`src/pao_cfg.svh`:
```
// Purpose: constants for the converter output port
// Assumes: one clock, mclk at 100 MHz
// Notes:   counts are in sample clock cycles
`ifndef PAO_CFG_SVH
`define PAO_CFG_SVH
`define PAO_WORD_W        10
`define PAO_MSB           9
`define PAO_LAT_CYCLES    7
`define PAO_WARMUP_CYCLES 20
`define PAO_CNT_W         5
`endif

```
`src/pao_pkg.sv`:
```
// Purpose: types for the converter output port
// Assumes: pao_cfg.svh constants
// Notes:   none
`include "pao_cfg.svh"
package pao_pkg;
  typedef logic [`PAO_WORD_W-1:0] pao_word_t;
  typedef enum logic [1:0] {
    PAO_WARM = 2'b01,
    PAO_RUN  = 2'b10
  } pao_state_t;
endpackage

```
`src/pao_buf2.sv`:
```
// Purpose: two-entry skid buffer for output words
// Assumes: synchronous active-low reset
// Notes:   in_ready is registered, no word lost on stall
module pao_buf2
  import pao_pkg::*;
(
  // clock and reset
  input  wire logic      mclk,
  input  wire logic      reset_n,
  // fill side
  input  wire logic      in_valid,
  output logic           in_ready,
  input  wire pao_word_t in_word,
  // drain side
  output logic           out_valid,
  input  wire logic      out_ready,
  output pao_word_t      out_word
);
  pao_word_t  mem [2];
  logic       wr_ptr;
  logic       rd_ptr;
  logic [1:0] count;
  wire        do_wr = in_valid && in_ready;
  wire        do_rd = out_valid && out_ready;
  wire [1:0]  next_count = count + {1'b0, do_wr} - {1'b0, do_rd};

  always_ff @(posedge mclk) begin
    if (!reset_n) begin
      wr_ptr   <= 1'b0;
      rd_ptr   <= 1'b0;
      count    <= 2'h0;
      in_ready <= 1'b1;
    end else begin
      if (do_wr) wr_ptr <= ~wr_ptr;
      if (do_rd) rd_ptr <= ~rd_ptr;
      count    <= next_count;
      in_ready <= (next_count != 2'h2);
    end
  end

  always_ff @(posedge mclk) begin
    if (do_wr) mem[wr_ptr] <= in_word;
  end

  assign out_valid = (count != 2'h0);
  assign out_word  = mem[rd_ptr];

  a_buf_no_over : assert property (@(posedge mclk) disable iff (!reset_n)
    count <= 2'h2) else $error("buffer count overflow");
endmodule // pao_buf2

```
`src/pao_output_port.sv`:
```
// Purpose: digital face of a 10-bit pipelined sampling converter
// Assumes: mclk is the sample clock; samples arrive once per sample_tick
// Notes:   falling edge of sample clock modelled as a one-cycle sample_tick
//
// Functional notes
// - words count as valid only after twenty sample cycles of warm-up
// - format select low gives offset-binary words
// - format select high inverts msb giving two's-complement words
// - full scale codes follow from msb inversion of offset-binary
// - enable low drives data lines, high releases them
// - word for a sample appears seven sample cycles later
// - after latency one new word per sample cycle, no gaps
// - the sample command is the falling sample clock edge
// - two output register stages timed by the sample clock
`include "pao_cfg.svh"
module pao_output_port
  import pao_pkg::*;
(
  // clock and reset
  input  wire logic      mclk,
  input  wire logic      reset_n,
  // sample side
  input  wire logic      sample_tick,
  input  wire pao_word_t raw_sample,
  // format select (static) and output enable (may change each cycle)
  input  wire logic      code_format_select,
  input  wire logic      out_enable_n,
  // receiver side
  output pao_word_t      data_out,
  output pao_word_t      data_oe,
  output logic           data_valid,
  input  wire logic      rx_ready,
  output logic           tick_ready
);
  pao_state_t state;
  pao_state_t next_state;
  logic [`PAO_CNT_W-1:0] warm_cnt;
  pao_word_t  pipe [`PAO_LAT_CYCLES];
  logic [`PAO_LAT_CYCLES-1:0] pipe_vld;
  pao_word_t  stage_a;
  logic       stage_a_vld;
  logic       buf_in_ready;
  logic       buf_out_valid;
  pao_word_t  buf_out_word;
  logic [1:0] occ;

  // falling edge command, refused while no slot is promised
  wire take = sample_tick && tick_ready;
  // a taken tick pushes one post-warm-up word out of the pipe
  wire prod = take && pipe_vld[`PAO_LAT_CYCLES-1];
  wire drain = buf_out_valid && rx_ready;
  // stage_a keeps its word while the buffer is full, so none is lost
  wire hold_a = stage_a_vld && !buf_in_ready;
  // words in stage_a and buffer together; three slots in all
  wire [1:0] next_occ = occ + {1'b0, prod} - {1'b0, drain};
  wire pao_word_t coded = {pipe[`PAO_LAT_CYCLES-1][`PAO_MSB] ^ code_format_select,
                           pipe[`PAO_LAT_CYCLES-1][`PAO_MSB-1:0]};
  wire warm_done = (warm_cnt == `PAO_CNT_W'(`PAO_WARMUP_CYCLES - 1)) && take;
  // leave warm-up once, then stay running
  always_comb begin
    next_state = state;
    unique case (state)
      PAO_WARM: begin
        if (warm_done) next_state = PAO_RUN;
      end
      PAO_RUN: next_state = PAO_RUN;
      default: next_state = PAO_WARM;
    endcase
  end

  always_ff @(posedge mclk) begin
    if (!reset_n) begin
      state    <= PAO_WARM;
      warm_cnt <= '0;
    end else begin
      state <= next_state;
      if (state == PAO_WARM && take) warm_cnt <= warm_cnt + `PAO_CNT_W'(1);
    end
  end

  // seven-stage pipeline, advances once per sample
  always_ff @(posedge mclk) begin
    if (!reset_n) begin
      pipe_vld <= '0;
    end else if (take) begin
      // warm-up samples enter untagged and never leave as words
      pipe_vld <= {pipe_vld[`PAO_LAT_CYCLES-2:0], state == PAO_RUN};
    end
  end

  // reset keeps unknowns out of the coding checks
  always_ff @(posedge mclk) begin
    if (!reset_n) begin
      for (int i = 0; i < `PAO_LAT_CYCLES; i++) pipe[i] <= '0;
    end else if (take) begin
      pipe[0] <= raw_sample;
      for (int i = 1; i < `PAO_LAT_CYCLES; i++) pipe[i] <= pipe[i-1];
    end
  end

  // occupancy of stage_a and buffer together
  always_ff @(posedge mclk) begin
    if (!reset_n) begin
      occ <= 2'h0;
    end else begin
      occ <= next_occ;
    end
  end

  always_ff @(posedge mclk) begin
    if (!reset_n) begin
      stage_a     <= '0;
      stage_a_vld <= 1'b0;
    end else if (!hold_a) begin
      stage_a     <= coded;
      stage_a_vld <= prod;
    end
  end

  // words are held when receiver stalls rather than dropped
  pao_buf2 u_buf (
    .mclk      (mclk),
    .reset_n   (reset_n),
    .in_valid  (stage_a_vld),
    .in_ready  (buf_in_ready),
    .in_word   (stage_a),
    .out_valid (buf_out_valid),
    .out_ready (rx_ready),
    .out_word  (buf_out_word)
  );

  always_ff @(posedge mclk) begin
    if (!reset_n) begin
      data_out   <= '0;
      data_valid <= 1'b0;
      data_oe    <= '0;
      tick_ready <= 1'b0;
    end else begin
      if (drain) data_out <= buf_out_word;
      data_valid <= drain;
      data_oe    <= {`PAO_WORD_W{~out_enable_n}};
      // ready only while a slot stays free for the next word
      tick_ready <= (next_occ != 2'h3);
    end
  end

  a_no_early_word : assert property (@(posedge mclk) disable iff (!reset_n)
    (state == PAO_WARM) |-> !stage_a_vld)
    else $error("word left the pipe during warm-up");
  a_twos_msb : assert property (@(posedge mclk) disable iff (!reset_n)
    (code_format_select && !hold_a) |=> stage_a[`PAO_MSB] != $past(pipe[`PAO_LAT_CYCLES-1][`PAO_MSB]))
    else $error("msb not inverted in two's complement mode");
  a_offset_pass : assert property (@(posedge mclk) disable iff (!reset_n)
    (!code_format_select && !hold_a) |=> stage_a == $past(pipe[`PAO_LAT_CYCLES-1]))
    else $error("offset binary word altered");
  a_low_bits_same : assert property (@(posedge mclk) disable iff (!reset_n)
    !hold_a |=> stage_a[`PAO_MSB-1:0] == $past(pipe[`PAO_LAT_CYCLES-1][`PAO_MSB-1:0]))
    else $error("low bits changed by coding");
  a_oe_follow : assert property (@(posedge mclk) disable iff (!reset_n)
    out_enable_n |=> data_oe == '0)
    else $error("lines driven while output enable high");
  a_oe_drive : assert property (@(posedge mclk) disable iff (!reset_n)
    !out_enable_n |=> data_oe == '1)
    else $error("lines released while output enable low");
  a_latency_fill : assert property (@(posedge mclk) disable iff (!reset_n)
    stage_a_vld |-> $past(pipe_vld[`PAO_LAT_CYCLES-1]))
    else $error("word before pipeline latency");
  // second stage takes the drained word
  a_out_hand : assert property (@(posedge mclk) disable iff (!reset_n)
    (buf_out_valid && rx_ready) |=> data_valid && data_out == $past(buf_out_word))
    else $error("drained word not registered");
  // every late tick gives a word
  a_gapless : assert property (@(posedge mclk) disable iff (!reset_n)
    (state == PAO_RUN && pipe_vld[`PAO_LAT_CYCLES-1] && take) |=> stage_a_vld)
    else $error("tick after latency gave no word");
  a_warm_step : assert property (@(posedge mclk) disable iff (!reset_n)
    (state == PAO_WARM && take) |=> warm_cnt == $past(warm_cnt) + 1'b1 || state == PAO_RUN)
    else $error("warm-up count missed a tick");
  a_hold_keep : assert property (@(posedge mclk) disable iff (!reset_n)
    hold_a |=> stage_a_vld && $stable(stage_a))
    else $error("stalled word lost or changed");
  // taken tick always finds a slot
  a_tick_room : assert property (@(posedge mclk) disable iff (!reset_n)
    take |-> occ != 2'h3)
    else $error("tick taken with no free slot");
  // no drain from an empty path
  a_occ_drain : assert property (@(posedge mclk) disable iff (!reset_n)
    drain |-> occ != 2'h0)
    else $error("occupancy out of step with buffer");
  a_run_stays : assert property (@(posedge mclk) disable iff (!reset_n)
    (state == PAO_RUN) |=> (state == PAO_RUN))
    else $error("left running state without reset");
  a_warm_bound : assert property (@(posedge mclk) disable iff (!reset_n)
    (state == PAO_WARM) |-> warm_cnt < `PAO_CNT_W'(`PAO_WARMUP_CYCLES))
    else $error("warm-up count past its end");
  a_oe_uniform : assert property (@(posedge mclk) disable iff (!reset_n)
    data_oe == '0 || data_oe == '1)
    else $error("output enables split");
  a_valid_pulse : assert property (@(posedge mclk) disable iff (!reset_n)
    data_valid |-> $past(drain))
    else $error("data valid without a drained word");
  a_state_onehot : assert property (@(posedge mclk) disable iff (!reset_n)
    $onehot(state))
    else $error("illegal state code");

  c_run : cover property (@(posedge mclk) state == PAO_RUN);
  c_word : cover property (@(posedge mclk) data_valid);
  c_stall : cover property (@(posedge mclk) !buf_in_ready);
  c_twos : cover property (@(posedge mclk) data_valid && code_format_select);
  c_hold : cover property (@(posedge mclk) hold_a);
endmodule // pao_output_port

```
`config.mk`:
```
export PLATFORM = sky130hd
export DESIGN_NAME = pao_output_port
export DESIGN_NICKNAME = d
export VERILOG_FILES = /design/src/pao_pkg.sv /design/src/pao_buf2.sv /design/src/pao_output_port.sv
export VERILOG_INCLUDE_DIRS = /design/src
export SDC_FILE = /design/constraint.sdc
export NUM_CORES = 1
export LEC_CHECK = 0
export ABC_AREA = 1
export BUFFER_PORTS_ARGS = -buffer_cell sky130_fd_sc_hd__buf_2
export CORE_MARGIN = 10
export CORE_UTILIZATION = 54
export DETAILED_ROUTE_END_ITERATION = 8
export HOLD_SLACK_MARGIN = 0.1
export PLACE_DENSITY_LB_ADDON = 0.12
export SETUP_SLACK_MARGIN = 0.5
export SYNTH_ARGS = -nofsm -noshare
export SYNTH_HDL_FRONTEND = slang
export SYNTH_SLANG_ARGS = --single-unit
```
`constraint.sdc`:
```
create_clock -name mclk -period 2.6 [get_ports mclk]
set_input_delay 0.13 -clock mclk [delete_from_list [all_inputs] [get_ports mclk]]
set_output_delay 0.13 -clock mclk [all_outputs]
set_load 0.02 [all_outputs]
```
==> flow_metrics.py, run 1 <==
metrics = {
    "run_status": {
        "status": "finished clean",
    },
    "sta": {
        "finalHoldViolCount": 0,
        "rsz0062_at_grt": "no",
        "post-route-period-util_pct": 67.55,
        "finalMaxSlewViolations": 0,
        "slew_headroom_pct": 42.22,
        "clock_skew_ns": 0.009857,
        "fmax_mhz": 569.4,
        "worst_pin_slew_ns": 0.8635,
        "min_period_ns": 1.756,
        "setup_viol": 0,
        "hold_ws_ns": 0.1674,
        "finalSetupTns_ns": 0,
    },
    "worst_setup_path": {
        "reg2reg_from": "u_buf.count[0]",
        "end_kind": "register",
        "r2r_cells": 13,
        "rrSetupSlack_ns": 0.84,
        "critical_path_depth": 13,
        "r2r_end": "tick_ready",
        "crit_path_frequent_cell": "nand2_1",
        "worst-setup-path-type": "reg2reg",
        "critical_path_required_ns": 2.99,
        "cp_cell_sequence": "nor2_1 > nor2_4 > inv_1 > nand3_1 > nand2_1 > ha_1 > inv_1 > nand2_1 > nand2_1 > inv_1 > nand2_1 > nand2_1 > a21oi_1",
        "cp_num_buf_inv": 3,
        "crit_family": "simple AND/OR/NAND/NOR gates",
        "start_kind": "register",
        "critPathMaxStageDelay_ns": 0.32,
        "crit_path_top_delay_cell": "dfxtp_1",
        "crit_arrival_ns": 2.15,
        "critPathMaxFanout": 12,
    },
    "clocking": {
        "tritoncts": "done",
        "root_buffer": "clkbuf_8",
        "cts_made_buffers": 17,
        "clk_pin_slew_ns": 0.06,
        "cts_num_sinks": 135,
        "cts_max_level": 4,
        "insertion_delay_ns": 0.51,
        "clockBufferDepth": 2,
        "ctsResizeCount": 0,
    },
    "worst_hold_path": {
        "hold_end": "state[0]",
        "hold_class": "in2reg",
        "whs_path_depth": 3,
        "hold_start": "reset_n",
    },
    "grt": {
        "grt_max_degree": 49,
        "grt.overflow.total": 0,
        "grt_pass1_vias": 3127,
        "antenna_found_initial": 0,
        "track_usage_pct": 11.74,
        "grt_pass1_wl_mm": 13.84,
    },
    "synthesis": {
        "synthArstFlopShare_pct": 0,
        "synth_flop_cell": "edfxtp_1",
        "syn_avg_cell_area_um2": 11.14,
        "syn_area_mm2": 0.005592,
        "yosys-top-cells-count": "108 x inv_1, 90 x edfxtp_1, 77 x nor2_1",
        "synthCells": 502,
        "yosysUniqueCellTypes": 23,
        "syn-num-nets": 523,
        "synth_edf_count": 90,
        "ys_seq_elements": 135,
        "ys_warn_count": 0,
        "yosysTopAreaCell": "edfxtp_1",
        "synth_most_common_cell": "inv_1",
        "netlist.area_leader.share_pct": 48.33,
        "ys_seq_area_share_pct": 64.44,
        "synth_area_leaders": "edfxtp_1 48%, dfxtp_1 16%, nor2_4 8.5%, inv_1 7.2%, nor2_1 5.2%",
    },
    "layout": {
        "finalNetCount": 578,
        "syn_to_final_growth_pct": 17.50,
        "fin_util_pct": 64.51,
        "fillCellCount": 831,
        "final_cells": 706,
        "diodes": 0,
        "layout-drive-gt1-share_pct": 21.75,
    },
    "run": {
        "cap_violations": 0,
    },
    "floorplanning": {
        "ios": 38,
        "core_mm2": 0.01018,
        "dieArea_mm2": 0.01483,
        "dieWidth_um": 121.8,
        "num_rows": 37,
        "start_util_pct": 54.90,
        "die_y_um": 121.8,
    },
    "placed_design": {
        "dp_hpwl_mm": 4.764,
        "dp_cells": 656,
        "io_buffers": 37,
        "gp_congestion": 0.7554,
    },
    "power_and_ir_drop": {
        "p_leak_uw": 0.002792,
        "power-per-cell-area_mw_per_mm2": 778.4,
        "ir_drop_mv": 0.4397,
    },
    "drt": {
        "routed_via_density": 4.525,
        "drt-initial-drc-count": 149,
        "post_drt_wl_per_cell_um": 10.94,
        "dr.pass1.iters": 5,
        "ant_nets": 0,
        "drt_wl_total_mm": 7.724,
        "num_vias": 3195,
        "drc": 0,
    },
}
how the worst max path moves through the flow:
stage                    from         end
2_1_floorplan      tick_ready  pipe[0][0]
5_1_grt        u_buf.count[0]  tick_ready
3_3_place_gp   u_buf.count[0]  tick_ready
4_1_cts        u_buf.count[0]  tick_ready
3_5_place_dp   u_buf.count[0]  tick_ready
6_report       u_buf.count[0]  tick_ready
registers in the layout (all words and copies together) (netlist names), 2 cells and up:
| signal | flops |
|---|---|
| u_buf.mem | 20 |
| state | 2 |
| warm_cnt | 5 |
| pipe | 70 |
| u_buf.count | 2 |
| pipe_vld | 7 |
| stage_a | 10 |
| occ | 2 |
| data_out | 10 |
cells by family (layout without fill, tap and decap cells):
logic type | after synthesis | count (layout) | synth area share [%]
adders and majority gates | 5 | 5 | 1.119
buffers and inverters | 135 | 203 | 11.43
DFF | 135 | 135 | 64.44
xor gates and xnor gates | 3 | 3 | 0.4700
and+or+nand+nor | 177 | 177 | 18.21
AOI/OAI and AO/OA | 47 | 47 | 4.319
worst reg2reg max path, delay by kind of cell (launching register included):
family	cells	cell delay, ns
and+or+nand+nor	8	0.73
DFF	1	0.32
buffers and inverters	3	0.36
AOI/OAI and AO/OA	1	0.06
adders and majority gates	1	0.16
repair_timing:
item	in CTS	in global routing
buffers inserted	0	4
endpoints found under the hold margin	17	0
setup endpoints to repair	0	2
hold buffers	14	0
layout make-up:
cell class	count	area (um2)	area share [%]
flip-flops and latches	135	3603	54.85
multi-input cells	232	1351	20.57
repair buffers	62	432.9	6.589
clock buffers	18	417.9	6.361
inverters	109	411.6	6.265
clock inverters	14	182.7	2.780
well taps	136	170.2	2.590
stage by stage:
step	cell area, um2	power (uW)	worst slack (ns)
after floorplan	5594	2700	0.6792
after global placement	5799	2737	0.8131
after detailed placement	5799	2751	0.7176
after CTS	6540	5180	0.7046
after global routing	6570	5322	0.6091
final	6570	5114	0.8437
placed cells by master (no fill, tap or decap), types with 14 or more instances in the layout:
master	Yosys	layout
dlygate4sd3_1	0	14
clkbuf_16	0	16
inv_1	108	108
nand2_1	42	41
nor2_1	77	77
edfxtp_1	90	90
nor2_4	42	42
buf_2	7	37
dfxtp_1	45	45
o21ai_0	35	35
power breakdown:
group	internal (uW)	total [uW]	switching, uW	leakage, uW
clock network	1550	2400	851	0.000286
registers	2390	2430	38.5	0.00130
logic	103	286	183	0.00121
layer usage:
metal,vias to the layer above,global-route usage [%],part of all wire [%]
met4,0,6.036,1.5
met2,55,19.62,51
met5,-,0,0
met1,1471,12.48,42
li1,1662,-,-
met3,7,4.949,5.2
(Power assumes the default switching activity.)
==> run 2: changes to the inputs <==
--- a/config.mk
+++ b/config.mk
@@ -9,7 +9,7 @@
 export ABC_AREA = 1
 export BUFFER_PORTS_ARGS = -buffer_cell sky130_fd_sc_hd__buf_2
 export CORE_MARGIN = 10
-export CORE_UTILIZATION = 54
+export CORE_UTILIZATION = 60
 export DETAILED_ROUTE_END_ITERATION = 8
 export HOLD_SLACK_MARGIN = 0.1
 export PLACE_DENSITY_LB_ADDON = 0.12
==> constraint.sdc (replaced) <==
create_clock -name mclk -period 1.65 [get_ports mclk]
set_input_delay 0.0825 -clock mclk [delete_from_list [all_inputs] [get_ports mclk]]
set_output_delay 0.0825 -clock mclk [all_outputs]
set_load 0.02 [all_outputs]
==> run 2 against run 1 <==
Compared with the run above:
- the run now ends with negative hold slack left
- wire length is 16% higher
- die area down 8.4%
- clock power rose by 53%
- sequential power increased by 58%
==> flow_metrics.py, run 2 (same netlist as run 1, synthesis figures left out) <==
metrics = {
    "run_status": {
        "status": "finished with violations",
        "violations": "negative hold slack",
    },
    "worst_setup_path": {
        "r2r_cells": 12,
        "critical_path_required_ns": 2.04,
        "crit_path_top_delay_cell": "dfxtp_2",
        "start_kind": "register",
        "r2r_end": "tick_ready",
        "critPathMaxStageDelay_ns": 0.35,
        "rrSetupSlack_ns": 0.13,
        "reg2reg_from": "u_buf.count[1]",
        "worst-setup-path-type": "reg2reg",
        "cp_cell_sequence": "nor2_4 > nor2_4 > inv_2 > nand3_2 > nand2_2 > ha_4 > inv_2 > nand2_2 > nand2_2 > nand3_2 > nand2_2 > a21oi_2",
        "crit_path_frequent_cell": "nand2_2",
        "crit_arrival_ns": 1.90,
        "end_kind": "register",
        "critPathMaxFanout": 5,
    },
    "grt": {
        "grt_pass1_wl_mm": 14.56,
        "antenna_found_initial": 0,
        "grt_pass1_vias": 3239,
        "grt.overflow.total": 0,
        "track_usage_pct": 13.70,
        "grt_max_degree": 31,
    },
    "layout": {
        "final_cell_mix": "98 x inv_1, 90 x edfxtp_1, 63 x nor2_1",
        "fillCellCount": 541,
        "final_common_cell": "inv_1",
        "largest_reg_flops": 70,
        "layout-drive-gt1-share_pct": 34.68,
        "largestRegisters": "pipe (70), u_buf.mem (20)",
        "top_register": "pipe",
        "finalNetCount": 602,
        "syn_to_final_growth_pct": 27.41,
        "fin_util_pct": 77.84,
        "diodes": 0,
    },
    "worst_hold_path": {
        "hold_end": "stage_a_vld",
        "hold_class": "in2reg",
        "whs_path_depth": 3,
        "hold_start": "sample_tick",
    },
    "sta": {
        "fmax_mhz": 659.8,
        "post-route-period-util_pct": 91.86,
        "rsz0062_at_grt": "yes",
        "worst_pin_slew_ns": 0.3651,
        "hold_ws_ns": -0.0005578,
        "finalMaxSlewViolations": 0,
        "clock_skew_ns": 0.006436,
        "finalHoldViolCount": 1,
        "min_period_ns": 1.516,
        "setup_viol": 0,
        "slew_headroom_pct": 75.40,
        "finalSetupTns_ns": 0,
        "postLayoutSetupSlackWorst_ns": 0.1344,
    },
    "floorplanning": {
        "dieArea_mm2": 0.01358,
        "num_rows": 35,
        "start_util_pct": 61.09,
        "ios": 38,
        "dieWidth_um": 116.5,
        "die_y_um": 116.5,
        "core_mm2": 0.009153,
    },
    "clocking": {
        "insertion_delay_ns": 0.51,
        "cts_made_buffers": 17,
        "tritoncts": "done",
        "clockBufferDepth": 2,
        "clk_pin_slew_ns": 0.06,
        "root_buffer": "clkbuf_8",
        "cts_max_level": 4,
        "cts_num_sinks": 135,
    },
    "placed_design": {
        "gp_congestion": 0.6982,
        "dp_hpwl_mm": 5.029,
        "io_buffers": 37,
        "post-place-ws_ns": 0.1630,
    },
    "drt": {
        "drt_wl_total_mm": 8.932,
        "drc": 0,
        "post_drt_wl_per_cell_um": 12.67,
        "dr.pass1.iters": 4,
        "drt-initial-drc-count": 166,
        "num_vias": 3360,
        "routed_via_density": 4.766,
        "ant_nets": 0,
    },
    "power_and_ir_drop": {
        "ir_drop_mv": 0.6985,
        "p_leak_uw": 0.002969,
        "power-per-cell-area_mw_per_mm2": 1146,
    },
    "run": {
        "cap_violations": 0,
    },
}
-- run 2: through the flow --
| step | cells | area [um2] | total power, uW |
|---|---|---|---|
| 6_report | 705 | 7124 | 8164 |
| 5_1_grt | 705 | 7124 | 8488 |
| 4_1_cts | 687 | 6766 | 8046 |
| 3_5_place_dp | 636 | 5902 | 4357 |
| 3_3_place_gp | 636 | 5902 | 4331 |
| 2_1_floorplan | 502 | 5657 | 4260 |
-- run 2: what timing repair did --
action | CTS | global route
cloned | 2 | 1
resized for setup | 28 | 70
buffers inserted | 3 | 15
pin swaps | 3 | 17
hold buffers | 14 | 2
endpoints found under the hold margin | 25 | 5
setup endpoints to repair | 142 | 174
-- run 2: final cells by class --
class / instances / area (um2) / area share [%]
Clock inverter: 10 / 88.84 / 1.247
Timing Repair inverter: 1 / 7.507 / 0.1054
Multi-Input combinational cell: 233 / 1572 / 22.06
Clock buffer: 22 / 505.5 / 7.095
Sequential cell: 135 / 3623 / 50.86
Tap cell: 111 / 138.9 / 1.949
Timing Repair Buffer: 84 / 770.7 / 10.82
Inverter: 109 / 417.9 / 5.866
-- run 2: how the worst max path moves through the flow --
stage / startpoint / to / slack (ns) / cells past startpoint
after global placement: u_buf.count[0] / tick_ready / 0.30 / 13
after global routing: u_buf.count[1] / tick_ready / 0.04 / 12
after CTS: u_buf.count[0] / tick_ready / 0.20 / 13
after floorplan: u_buf.count[0] / tick_ready / 0.22 / 14
final: u_buf.count[1] / tick_ready / 0.13 / 12
after detailed placement: u_buf.count[0] / tick_ready / 0.16 / 13
-- run 2: critical path, delay by kind of cell (launching register included) --
kind,cells,cell delay [ns]
AO/OA/AOI/OAI,1,0.05
buffers and inverters,2,0.12
adder cells (fa/ha/maj),1,0.17
AND/OR/NAND/NOR,8,0.71
flip-flops,1,0.35
-- run 2: metal layers --
metal / vias to the layer above / share of wire, % / track usage [%] / routed length, um
li1: 1709 / - / - / -
met2: 53 / 53 / 23.57 / 4699
met4: 0 / 2.0 / 6.178 / 176
met1: 1578 / 42 / 14.77 / 3722
met3: 20 / 3.7 / 5.085 / 334
met5: - / 0 / 0 / 0
-- run 2: report_power, final --
part | leakage, uW | switching [uW] | internal (uW)
clock | 0.000287 | 1370 | 2290
combinational | 0.00138 | 373 | 286
sequential | 0.00130 | 69.1 | 3780
